File: config.mk
export PLATFORM = sky130hd
export DESIGN_NAME = atc_ctrl
export DESIGN_NICKNAME = d
export VERILOG_FILES = /design/src/rtl/atc_pkg.sv /design/src/rtl/atc_ctrl.sv /design/src/rtl/atc_timer.sv
export SDC_FILE = /design/constraint.sdc
export NUM_CORES = 1
export LEC_CHECK = 0
export ABC_AREA = 1
export BUFFER_PORTS_ARGS = -buffer_cell sky130_fd_sc_hd__clkbuf_2
export CORE_MARGIN = 2
export CORE_UTILIZATION = 33
export CTS_CLUSTER_SIZE = 16
export DETAILED_ROUTE_END_ITERATION = 8
export SLEW_MARGIN = 20
export SYNTH_ARGS = -nofsm -noshare
export SYNTH_HDL_FRONTEND = slang
export SYNTH_SLANG_ARGS = --single-unit
File: constraint.sdc
create_clock -name clk -period 1.7 [get_ports clk]
set_clock_uncertainty 0.2 [all_clocks]
set_input_delay 0.255 -clock clk [delete_from_list [all_inputs] [get_ports clk]]
set_output_delay 0.255 -clock clk [all_outputs]
set_load 0.02 [all_outputs]
File: src/rtl/atc_pkg.sv
// Purpose: shared constants and types for the converter trigger and timing control
// Assumes: 8-bit registers on a plain port, 50 MHz system clock
// Notes:   offsets are local choices; conversion times are counted in system states
package atc_pkg;

    localparam int          ADDR_W          = 4;
    localparam logic [3:0]  OFS_STATUS_CTRL = 4'h0;   // status / start / mode / channel
    localparam logic [3:0]  OFS_TRIG_CLK    = 4'h1;   // trigger and time select
    localparam logic [3:0]  OFS_IRQ_STATUS  = 4'h2;   // sticky events, read clears
    localparam logic [3:0]  OFS_IRQ_MASK    = 4'h3;   // event mask
    localparam logic [3:0]  OFS_RESULT      = 4'h4;   // last channel converted

    // status/control layout
    localparam int BIT_END_FLAG  = 7;
    localparam int BIT_IRQ_EN    = 6;
    localparam int BIT_START     = 5;
    localparam int BIT_SCAN      = 4;
    // trigger/clock layout
    localparam int POS_TRIG      = 6;
    localparam int POS_CKS       = 2;
    localparam logic [7:0] TC_FIXED_ONES = 8'h33;   // bits 5,4,1,0 read as one
    localparam logic [7:0] SC_RESET      = 8'h00;

    // interrupt status bits
    localparam int EV_END      = 0;
    localparam int EV_TRIG     = 1;
    localparam int EV_BAD_CODE = 2;
    localparam int EV_W        = 3;

    // trigger source codes
    localparam logic [1:0] TRG_SOFT = 2'h0;
    localparam logic [1:0] TRG_TMR  = 2'h1;
    localparam logic [1:0] TRG_BAD  = 2'h2;
    localparam logic [1:0] TRG_EXT  = 2'h3;

    // maximum conversion time in states for each clock select code
    localparam logic [9:0] CONV_T0 = 10'd530;
    localparam logic [9:0] CONV_T1 = 10'd266;
    localparam logic [9:0] CONV_T2 = 10'd134;
    localparam logic [9:0] CONV_T3 = 10'd68;

    typedef struct packed {
        logic [ADDR_W-1:0] addr;
        logic [7:0]        wdata;
        logic              wr;
        logic              rd;
    } atc_bus_t;

    typedef enum logic [1:0] {
        ST_IDLE = 2'b01,
        ST_CONV = 2'b10
    } atc_state_t;

endpackage : atc_pkg

File: src/rtl/atc_ctrl.sv
// Purpose: trigger source and conversion time control of the converter
// Assumes: plain register port; trigger pin asynchronous, timer trigger synchronous
// Notes:   the analog core is modelled only by its conversion time
//          scan mode reuses the single-mode maximum for every channel, so a scan
//          group takes slightly longer than a fixed scan figure would suggest
//          channel and mode changes during a conversion are not checked here;
//          software must stop the converter first, as for the trigger and time fields
//
// Operation
// - trigger field adds timer or external pin start to software start; code 10 adds nothing
// - bits 5 and 4 read as one; writes ignored
// - time select gives 530, 266, 134 or 68 states per conversion
// - bits 1 and 0 read as one; software writes only ones
// - end flag clears only when software writes zero to it
// - after reset trigger and time fields are zero
// - start bit set by any source; single mode self-clears, scan holds
// - mode bit zero converts once, one repeats a channel group
`timescale 1ns/10ps
module atc_ctrl (
    input  wire logic              clk,
    input  wire logic              reset,
    input  wire logic [3:0]        addr,
    input  wire logic [7:0]        wdata,
    input  wire logic              wr,
    input  wire logic              rd,
    input  wire logic              timer_trigger,
    input  wire logic              external_trigger_pin_n,
    output logic      [7:0]        rdata,
    output logic                   irq,
    output logic                   converting,
    output logic      [3:0]        channel
);
    atc_pkg::atc_bus_t  bus;
    atc_pkg::atc_state_t st_q, st_d;

    logic [7:0] sc_q, sc_d;             // end flag, irq en, start, scan, channel
    logic [3:0] tc_q, tc_d;             // trigger [3:2], time select [1:0]
    logic [atc_pkg::EV_W-1:0] ev_q, ev_d;
    logic [atc_pkg::EV_W-1:0] mask_q, mask_d;
    logic [3:0] chan_q, chan_d;
    logic [3:0] last_q, last_d;
    logic [7:0] rdata_q, rdata_d;
    logic       irq_q, irq_d;
    logic       pin_s1_q, pin_s2_q, pin_s3_q;
    logic       conv_load;
    logic       conv_done;
    logic [9:0] span;
    logic       trig_fire;
    logic       code_ok;
    logic [7:0] sc_w;                   // status/control after writes and triggers
    logic       end_set;
    logic       bad_set;
    logic       group_end;
    logic       sc_hit, tc_hit, ev_hit, mask_hit;

    assign bus = '{addr: addr, wdata: wdata, wr: wr, rd: rd};
    assign sc_hit   = bus.addr == atc_pkg::OFS_STATUS_CTRL;
    assign tc_hit   = bus.addr == atc_pkg::OFS_TRIG_CLK;
    assign ev_hit   = bus.addr == atc_pkg::OFS_IRQ_STATUS;
    assign mask_hit = bus.addr == atc_pkg::OFS_IRQ_MASK;

    // two-stage synchroniser for the pin, then a third stage for edge detection
    always_ff @(posedge clk or posedge reset) begin
        if (reset) begin
            pin_s1_q <= 1'b1;
            pin_s2_q <= 1'b1;
            pin_s3_q <= 1'b1;
        end else begin
            pin_s1_q <= external_trigger_pin_n;
            pin_s2_q <= pin_s1_q;
            pin_s3_q <= pin_s2_q;
        end
    end

    // hardware trigger qualified by the selected source; code 10 fires nothing
    always_comb begin
        unique case (tc_q[3:2])
            atc_pkg::TRG_TMR: trig_fire = timer_trigger;
            atc_pkg::TRG_EXT: trig_fire = pin_s3_q & ~pin_s2_q;
            default:          trig_fire = 1'b0;
        endcase
    end

    // conversion time per clock select code
    always_comb begin
        unique case (tc_q[1:0])
            2'h0:    span = atc_pkg::CONV_T0;
            2'h1:    span = atc_pkg::CONV_T1;
            2'h2:    span = atc_pkg::CONV_T2;
            default: span = atc_pkg::CONV_T3;
        endcase
    end

    // software view of status/control before the sequencer acts on it
    always_comb begin
        sc_w = sc_q;
        if (bus.wr && sc_hit) begin
            // end flag may only be cleared, never set, by a write
            sc_w[6:0] = bus.wdata[6:0];
            if (!bus.wdata[atc_pkg::BIT_END_FLAG]) begin
                sc_w[atc_pkg::BIT_END_FLAG] = 1'b0;
            end
        end
        if (trig_fire) begin
            sc_w[atc_pkg::BIT_START] = 1'b1;
        end
    end

    // legal channel codes, judged on the code written with the start so that a
    // start and a prohibited code arriving together are refused at once
    always_comb begin
        if (sc_w[atc_pkg::BIT_SCAN]) begin
            code_ok = sc_w[3:2] == 2'h0;
        end else begin
            code_ok = (sc_w[3:2] == 2'h0) || (sc_w[3:1] == 3'h7);
        end
    end

    // trigger/time and mask writes; reserved positions are never stored
    always_comb begin
        tc_d   = tc_q;
        mask_d = mask_q;
        if (bus.wr && tc_hit) begin
            // holding these fields during a conversion is software's duty
            tc_d = {bus.wdata[7:6], bus.wdata[3:2]};
        end
        if (bus.wr && mask_hit) begin
            mask_d = bus.wdata[atc_pkg::EV_W-1:0];
        end
    end

    assign group_end = chan_q == {2'h0, sc_q[1:0]};

    // start sources and single/scan sequencing
    always_comb begin
        sc_d      = sc_w;
        st_d      = st_q;
        chan_d    = chan_q;
        last_d    = last_q;
        conv_load = 1'b0;
        end_set   = 1'b0;
        bad_set   = 1'b0;
        unique case (st_q)
            atc_pkg::ST_IDLE: begin
                if (sc_w[atc_pkg::BIT_START]) begin
                    if (code_ok) begin
                        st_d      = atc_pkg::ST_CONV;
                        conv_load = 1'b1;
                        chan_d    = sc_w[atc_pkg::BIT_SCAN] ? 4'h0 : sc_w[3:0];
                    end else begin
                        // a refused start leaves no trace but the status bit
                        sc_d[atc_pkg::BIT_START] = 1'b0;
                        bad_set                  = 1'b1;
                    end
                end
            end
            atc_pkg::ST_CONV: begin
                if (!sc_w[atc_pkg::BIT_START]) begin
                    st_d = atc_pkg::ST_IDLE;                              // stopped by software
                end else if (conv_done) begin
                    last_d = chan_q;
                    if (!sc_q[atc_pkg::BIT_SCAN]) begin
                        sc_d[atc_pkg::BIT_START]    = 1'b0;
                        sc_d[atc_pkg::BIT_END_FLAG] = 1'b1;
                        end_set                     = 1'b1;
                        st_d                        = atc_pkg::ST_IDLE;
                    end else begin
                        // scan reloads the timer at once; the group wraps to channel 0
                        conv_load = 1'b1;
                        if (group_end) begin
                            chan_d                      = 4'h0;
                            sc_d[atc_pkg::BIT_END_FLAG] = 1'b1;
                            end_set                     = 1'b1;
                        end else begin
                            chan_d = chan_q + 4'h1;
                        end
                    end
                end
            end
        endcase
    end

    // sticky events; a read clears them, but an event in the same cycle wins
    always_comb begin
        ev_d = ev_q;
        if (bus.rd && ev_hit) begin
            ev_d = '0;
        end
        if (end_set) begin
            ev_d[atc_pkg::EV_END] = 1'b1;
        end
        if (trig_fire) begin
            ev_d[atc_pkg::EV_TRIG] = 1'b1;
        end
        if (bad_set) begin
            ev_d[atc_pkg::EV_BAD_CODE] = 1'b1;
        end
    end

    // read mux, data valid the cycle after the strobe
    always_comb begin
        rdata_d = 8'h00;
        if (bus.rd) begin
            unique case (bus.addr)
                atc_pkg::OFS_STATUS_CTRL: rdata_d = sc_q;
                atc_pkg::OFS_TRIG_CLK:    rdata_d = {tc_q[3:2], 2'h0, tc_q[1:0], 2'h0}
                                                    | atc_pkg::TC_FIXED_ONES;
                atc_pkg::OFS_IRQ_STATUS:  rdata_d = {5'h00, ev_q};
                atc_pkg::OFS_IRQ_MASK:    rdata_d = {5'h00, mask_q};
                atc_pkg::OFS_RESULT:      rdata_d = {4'h0, last_q};
                default:                  rdata_d = 8'h00;
            endcase
        end
    end

    // level interrupt built from next status and mask, so it never lags them
    always_comb begin
        irq_d = |(ev_d & mask_d);
    end

    // software registers, with the sequencer's updates folded in
    always_ff @(posedge clk or posedge reset) begin
        if (reset) begin
            sc_q   <= atc_pkg::SC_RESET;
            tc_q   <= 4'h0;
            mask_q <= '0;
        end else begin
            sc_q   <= sc_d;
            tc_q   <= tc_d;
            mask_q <= mask_d;
        end
    end

    // sequencer state and channel bookkeeping
    always_ff @(posedge clk or posedge reset) begin
        if (reset) begin
            st_q   <= atc_pkg::ST_IDLE;
            chan_q <= 4'h0;
            last_q <= 4'h0;
        end else begin
            st_q   <= st_d;
            chan_q <= chan_d;
            last_q <= last_d;
        end
    end

    // events and interrupt line in one group so they never disagree
    always_ff @(posedge clk or posedge reset) begin
        if (reset) begin
            ev_q  <= '0;
            irq_q <= 1'b0;
        end else begin
            ev_q  <= ev_d;
            irq_q <= irq_d;
        end
    end

    // read data register: zero except in the cycle after a read strobe
    always_ff @(posedge clk or posedge reset) begin
        if (reset) begin
            rdata_q <= 8'h00;
        end else begin
            rdata_q <= rdata_d;
        end
    end

    atc_timer u_timer (
        .clk   (clk),
        .reset (reset),
        .load  (conv_load),
        .run   (st_q == atc_pkg::ST_CONV && sc_q[atc_pkg::BIT_START]),
        .span  (span),
        .done  (conv_done)
    );

    assign rdata      = rdata_q;
    assign irq        = irq_q;
    assign converting = st_q[1];        // one-hot conversion bit, no gate after the flop
    assign channel    = chan_q;
endmodule : atc_ctrl

File: src/rtl/atc_timer.sv
// Purpose: conversion time counter for one channel
// Assumes: load pulse restarts the count, done is a one-cycle pulse
// Notes:   kept apart so the main file holds only control logic
`timescale 1ns/10ps
module atc_timer (
    input  wire logic       clk,
    input  wire logic       reset,
    input  wire logic       load,
    input  wire logic       run,
    input  wire logic [9:0] span,
    output logic            done
);
    logic [9:0] cnt_q;
    logic [9:0] cnt_d;
    logic       done_q;
    logic       done_d;

    // count down while running; a stopped run drops the count quietly
    always_comb begin
        cnt_d  = cnt_q;
        done_d = 1'b0;
        if (load) begin
            cnt_d = span - 10'd1;
        end else if (!run) begin
            cnt_d = 10'h000;
        end else if (cnt_q == 10'h001) begin
            cnt_d  = 10'h000;
            done_d = 1'b1;
        end else if (cnt_q != 10'h000) begin
            cnt_d = cnt_q - 10'd1;
        end
    end

    always_ff @(posedge clk or posedge reset) begin
        if (reset) begin
            cnt_q  <= 10'h000;
            done_q <= 1'b0;
        end else begin
            cnt_q  <= cnt_d;
            done_q <= done_d;
        end
    end

    assign done = done_q;
endmodule : atc_timer
== Word-level counts from Yosys, hierarchy flattened ==
Cells that the tools add are included.

* Bits of input ports: 18
* Word-level logic and storage cells: 112
* Output and inout port bits: 14
* Flip-flop bits (word level): 51

* Equality and inequality tests: 21
* Muxes and demuxes: 56
* Bitwise logic cells: 3
* Add/sub/neg operators: 3
* Reduce and logical (&&, ||, !) cells: 14

{| class="wikitable"
|+ Operators with widths
! operator !! number
|-
| 2-to-1 mux 10 bit || 4
|-
| one-hot mux 8 bit (5 select lines) || 1
|-
| one-hot mux 10 bit (3 select lines) || 1
|-
| 2-to-1 mux 1 bit || 29
|-
| 2-to-1 mux 4 bit || 7
|-
| subtractor 10 x 1 -> 10 bit (second input constant) || 2
|-
| 2-to-1 mux 8 bit || 2
|-
| == test 10 x 1 -> 1 bit (second input constant) || 1
|-
| 2-to-1 mux 2 bit || 5
|-
| nonzero test 10 bit || 1
|-
| == test 4 x 2 -> 1 bit (second input constant) || 2
|-
| inequality test 2 bit (second input constant) || 4
|-
| one-hot mux 4 bit (2 select lines) || 1
|-
| == test 2 x 1 -> 1 bit (second input constant) || 3
|-
| == test 2 bit (second input constant) || 3
|-
| 2-to-1 mux 3 bit || 2
|-
| one-hot mux 1 bit (2 select lines) || 3
|-
| logical AND 1 bit || 5
|-
| AND reduction 5 bit || 1
|-
| adder 4 x 1 -> 4 bit (second input constant) || 1
|-
| == test 4 x 1 -> 1 bit (second input constant) || 1
|-
| == test 4 x 2 -> 1 bit || 1
|-
| == test 4 x 3 -> 1 bit (second input constant) || 1
|-
| logical NOT 2 bit || 2
|-
| 14 further kinds || 14
|}

== Longest topological paths before layout ==
* Depth in word-level cells: 12
* Gate-level depth with buffers: 14
* Gate-level depth less buffers: 13

== By module ==
Synthesis repeated with hierarchy kept, for this count alone.

* Cell total of the unflattened synthesis: 382
* Area, all modules: 3027.9 um^2

{| class="wikitable"
|+ Modules (own cells, without submodules)
! module !! area an instance (um^2) !! cells an instance !! times used !! seq. area each (um^2)
|-
| atc_ctrl || 2054.5 || 246 || 1 || 1006.0
|-
| atc_timer || 973.4 || 136 || 1 || 275.3
|}

== Worst setup path before layout ==
OpenSTA, ideal clock, no wires.

* Kind: reg2reg
* From: register st_q[1]
* To: register u_timer.cnt_q[4]
* Setup slack: -0.115 ns
* Stages on the path, launching flop included: 9
* Arrival: 1.537 ns
* Required time: 1.423 ns
* Path through: dfrtp_1 inv_1 nor2_4 nand2_1 nor2_1 inv_1 nor3_1 nand3_1 a21oi_1

* Word-level cells in the longest chain between the ends: 4
* Elaborated cells between the ends (all ways): 7
* Classes of those cells: 3 x eq/ne; 3 x mux; 1 x reduce/logical

{| class="wikitable"
|+ Ends and longest elaborated chain
! what !! line !! RTL
|-
| start, declared || atc_ctrl.sv:34 || <nowiki>atc_pkg::atc_state_t st_q, st_d;</nowiki>
|-
| start signal, assigned || atc_ctrl.sv:237 || <nowiki>st_q <= atc_pkg::ST_IDLE;</nowiki>
|-
| start signal, assigned || atc_ctrl.sv:241 || <nowiki>st_q <= st_d;</nowiki>
|-
| parallel branches: the longest is 4 deep, another holds inequality test 4 bit || - ||
|-
| end signal, assigned || atc_timer.sv:39 || <nowiki>cnt_q <= cnt_d;</nowiki>
|-
| end, declared || atc_timer.sv:13 || <nowiki>logic [9:0] cnt_q;</nowiki>
|}

Parallel ways; which one is timed is not known.
A chain may end at the register's enable or synchronous reset.

== Worst setup path in the final report ==
* From: register u_timer.cnt_q[8]
* To: register u_timer.cnt_q[2]

* Word-level cells in the longest chain between the ends: 4
* Elaborated cells between the ends (all ways): 6
* Classes of those cells: 2 x eq/ne; 3 x mux; 1 x reduce/logical

{| class="wikitable"
|+ Ends and longest elaborated chain
! what !! line !! RTL
|-
| == test 10 x 1 -> 1 bit || atc_timer.sv:26 || <nowiki>end else if (cnt_q == 10'h001) begin</nowiki>
|-
| 2-to-1 mux 10 bit || atc_timer.sv:26 ||
|-
| 2-to-1 mux 10 bit || atc_timer.sv:24 || <nowiki>end else if (!run) begin</nowiki>
|-
| 2-to-1 mux 10 bit || atc_timer.sv:22 || <nowiki>if (load) begin</nowiki>
|}

Several ways; a longest one is shown, not always the timed one.

==> impl_metrics.env <==
export IMPL_final_cells=530
export IMPL_dp_cells=507
export IMPL_holdCritPathClass="in2reg"
export IMPL_totalWireLength_um=6972
export IMPL_cp_num_buf_inv=2
export IMPL_outcome="complete, but fails checks"
export IMPL_ys_flop_type="dfrtp_1"
export IMPL_start_util=0.3452
export IMPL_hpwlAfterDp_um=5197
export IMPL_overflow=0
export IMPL_max_cap_viol_count=0
export IMPL_multi_input_area_um2=1379
export IMPL_vias_per_cell=4.740
export IMPL_portBuffers=31
export IMPL_grt_pass1_vias=2448
export IMPL_synth_top_family_by_area="simple AND/OR/NAND/NOR gates"
export IMPL_diodes=0
export IMPL_arrival_ns=1.86
export IMPL_max_slew_margin=0.8050
export IMPL_grt_max_degree=52
export IMPL_crit_family="simple AND/OR/NAND/NOR gates"
export IMPL_die_x_um=94.37
export IMPL_drt_iter0_drc=145
export IMPL_max_stage_delay_ns=0.39
export IMPL_grt_busiest_layer="met2"
export IMPL_grt_use_met2=0.2744
export IMPL_grt_antenna_before_repair=0
export IMPL_synth_compound_area_share=0.1137
export IMPL_drv_slew=0
export IMPL_drive_gt1_frac=0.3879
export IMPL_synth_fa_ha_area_frac=0.01857
export IMPL_period_needed_ns=1.864
export IMPL_clockBufferDepth=2
export IMPL_place_area_um2=3403
export IMPL_vias=2512
export IMPL_coreArea_um2=7807
export IMPL_muxShareOfSynthArea=0.008357
export IMPL_n_fill_cell=773
export IMPL_clk_latency_ns=0.31
export IMPL_design_area_um2=3752
export IMPL_dr_pass1_iters=6
export IMPL_cts_sinks=51
export IMPL_met3_usage=0.01915
export IMPL_p_per_area_nw_per_um2=1453
export IMPL_synth_simple_area_share=0.2906
export IMPL_rsz0062_at_grt="yes"
export IMPL_seqCellArea_um2=1282
export IMPL_global_route_usage_met1=0.2383
export IMPL_drc=0
export IMPL_worstPathMaxFanout=6
export IMPL_holdWs_ns=0.01293
export IMPL_crit_path_end_kind="flip-flop"
export IMPL_synth_area_per_cell_um2=8.318
export IMPL_grt_pass1_wl_um=11670
export IMPL_violations="setup timing"
export IMPL_syn_to_final_growth_pct=39.23
export IMPL_cp_slowest_cell="dfrtp_1"
export IMPL_finalCritPeriodShare=1.096
export IMPL_yosysUniqueCellTypes=38
export IMPL_clockRootBuffer="clkbuf_8"
export IMPL_synth_xor_area_share=0.01950
export IMPL_synth_edf_count=0
export IMPL_startpoint_type="flip-flop"
export IMPL_ys_warn_count=0
export IMPL_async_reset_ff_frac=1.000
export IMPL_floorplan_rows=32
export IMPL_wl_per_cell_um=13.15
export IMPL_netlist_instances=324
export IMPL_cts_htree_levels=2
export IMPL_grtUsageTotal=0.1688
export IMPL_finalSetupViolCount=18
export IMPL_seq_area_frac_synth=0.4754
export IMPL_worstSetupPathType="reg2reg"
export IMPL_cts_buffers=5
export IMPL_drtAntennaViolNets=0
export IMPL_setup_slack_ns=-0.1640
export IMPL_p_leak_uw=0.001949
export IMPL_ys_seq_elements=51
export IMPL_syn_nets=346
export IMPL_fin_nets=449
export IMPL_worstMarginPinSlew_ns=0.2905
export IMPL_gp_congestion=0.9274
export IMPL_cp_cell_sequence="or2_4, nor3_4, nand4_1, inv_2, nand2_4, buf_6, nor2_4, a21oi_2"
export IMPL_fmax_ghz=0.5365
export IMPL_path_clk_slew_ns=0.09
export IMPL_required_ns=1.69
export IMPL_cts_tree="yes"
export IMPL_hold_viol=0
export IMPL_ios=32
export IMPL_ir_drop_mv=0.7735
export IMPL_place_worst_setup_slack_ns=-0.2347
export IMPL_die_y_um=94.37
export IMPL_dieArea_um2=8906
export IMPL_netlist_area_um2=2695
## layout by cell type, fill, tap and decap left out, types with 2 or more instances in the layout
cell type / n
clkinv_4: 2
nand2_2: 10
nor2_1: 30
a22oi_1: 4
o21ai_2: 3
nand3_1: 14
nand2_1: 65
inv_2: 7
buf_4: 58
nor3_4: 2
a311oi_1: 2
or2_4: 2
dfrtp_1: 46
o221ai_1: 2
nand4_1: 9
nand3_4: 3
a21oi_2: 6
mux2_2: 2
ha_1: 2
o22ai_1: 2
dfstp_2: 4
nor3_1: 2
xor2_1: 6
o21ai_0: 15
clkbuf_2: 31
buf_6: 2
nor2_2: 3
nand2_4: 6
o21ai_1: 5
nor2_4: 6
a21oi_1: 9
clkbuf_8: 5
inv_1: 40
dlygate4sd3_1: 5
## what timing repair did
item / in CTS / in global routing
resized for setup: 22 / 17
pin swaps: 7 / 8
endpoints found under the setup margin: 21 / 25
buffers inserted: 3 / 6
hold buffers: 5 / 0
endpoints found under the hold margin: 51 / 0
cloned: 1 / 0
## worst paths after layout
path | start | end | slack, ns | cells past startpoint
setup / recovery | u_timer.cnt_q[8]$_DFFE_PP0P_ | u_timer.cnt_q[2]$_DFFE_PP0P_ | -0.16 | 8
hold / removal | wdata[3] | tc_q[1]$_DFFE_PP0P_ | 0.01 | 3
setup reg to reg | u_timer.cnt_q[8]$_DFFE_PP0P_ | u_timer.cnt_q[2]$_DFFE_PP0P_ | -0.16 | 8
hold reg to reg | pin_s1_q$_DFF_PP1_ | pin_s2_q$_DFF_PP1_ | 0.17 | 0
max in group asynchronous | reset | st_q[0]$_DFFE_PP1P_ | 0.67 | 4
min in group asynchronous | reset | rdata[2]$_DFF_PP0_ | 0.35 | 4
## kinds of logic (layout without fill, tap and decap cells)
| group | after synthesis | count (layout) |
|---|---|---|
| and+or+nand+nor | 158 | 159 |
| AOI/OAI and AO/OA | 52 | 52 |
| DFF | 51 | 51 |
| buffers and inverters | 51 | 154 |
| xor gates and xnor gates | 6 | 6 |
| adders and majority gates | 4 | 4 |
| muxes | 2 | 2 |
## metrics by stage
stage                     total power (uW)  utilization  TNS (ns)
after CTS                             5228       0.4678    -1.529
final                                 5451       0.4806    -1.594
after global routing                  5876       0.4806    -3.601
after floorplan                       3259            -  -0.01181
after detailed placement              4306       0.4359    -3.621
after global placement                4278       0.4359    -3.182
## cell usage after synthesis (2+ instances only)
cell type | number | area share
dfrtp_1 | 47 | 0.44
a22oi_1 | 4 | 0.011
inv_1 | 46 | 0.064
or2_2 | 3 | 0.0070
dfstp_2 | 4 | 0.039
a311oi_1 | 2 | 0.0065
o21ai_0 | 18 | 0.033
nor3_1 | 5 | 0.0093
o221ai_1 | 2 | 0.0065
nand2_1 | 70 | 0.097
nand2_2 | 8 | 0.019
inv_2 | 3 | 0.0042
ha_1 | 4 | 0.019
nor2_4 | 4 | 0.017
xor2_1 | 6 | 0.019
nand2_4 | 2 | 0.0084
nand4_1 | 9 | 0.021
nand3_1 | 15 | 0.028
o22ai_1 | 3 | 0.0070
nor2_1 | 34 | 0.047
mux2_2 | 2 | 0.0084
a21oi_1 | 14 | 0.026
o21ai_1 | 4 | 0.0074
## power breakdown
group | switching [uW] | total (uW) | internal (uW)
Combinational | 1650 | 2990 | 1340
Sequential | 230 | 1740 | 1510
Clock | 420 | 717 | 297
## worst min-delay path: cells and delay by family
family          cells  cell delay (ns)
compound gates      1             0.08
buf+inv             2             0.14
## sequential cells by signal, indices dropped and copies added (netlist names)
signal,cells
u_timer.cnt_q,10
rdata,8
sc_q,8
channel,4
last_q,4
tc_q,4
ev_q,3
mask_q,3
st_q,2
irq,1
pin_s1_q,1
pin_s2_q,1
pin_s3_q,1
u_timer.done,1
## final cells by class
type | count | share of cell area
clock buffer | 6 | 0.01934
clock inverter | 2 | 0.004668
inverter | 49 | 0.05068
multi-input combinational | 223 | 0.3675
sequential | 51 | 0.3418
tap | 102 | 0.03401
timing repair buffer | 97 | 0.1821
## routing by layer
| layer | routed length (um) | share of wire | vias to the layer above |
|---|---|---|---|
| li1 | - | - | 1265 |
| met5 | 0 | 0 | - |
| met1 | 3246 | 0.47 | 1185 |
| met2 | 3368 | 0.48 | 52 |
| met4 | 94 | 0.013 | 0 |
| met3 | 262 | 0.038 | 10 |
Note: power is estimated with default switching activity, not from simulation.
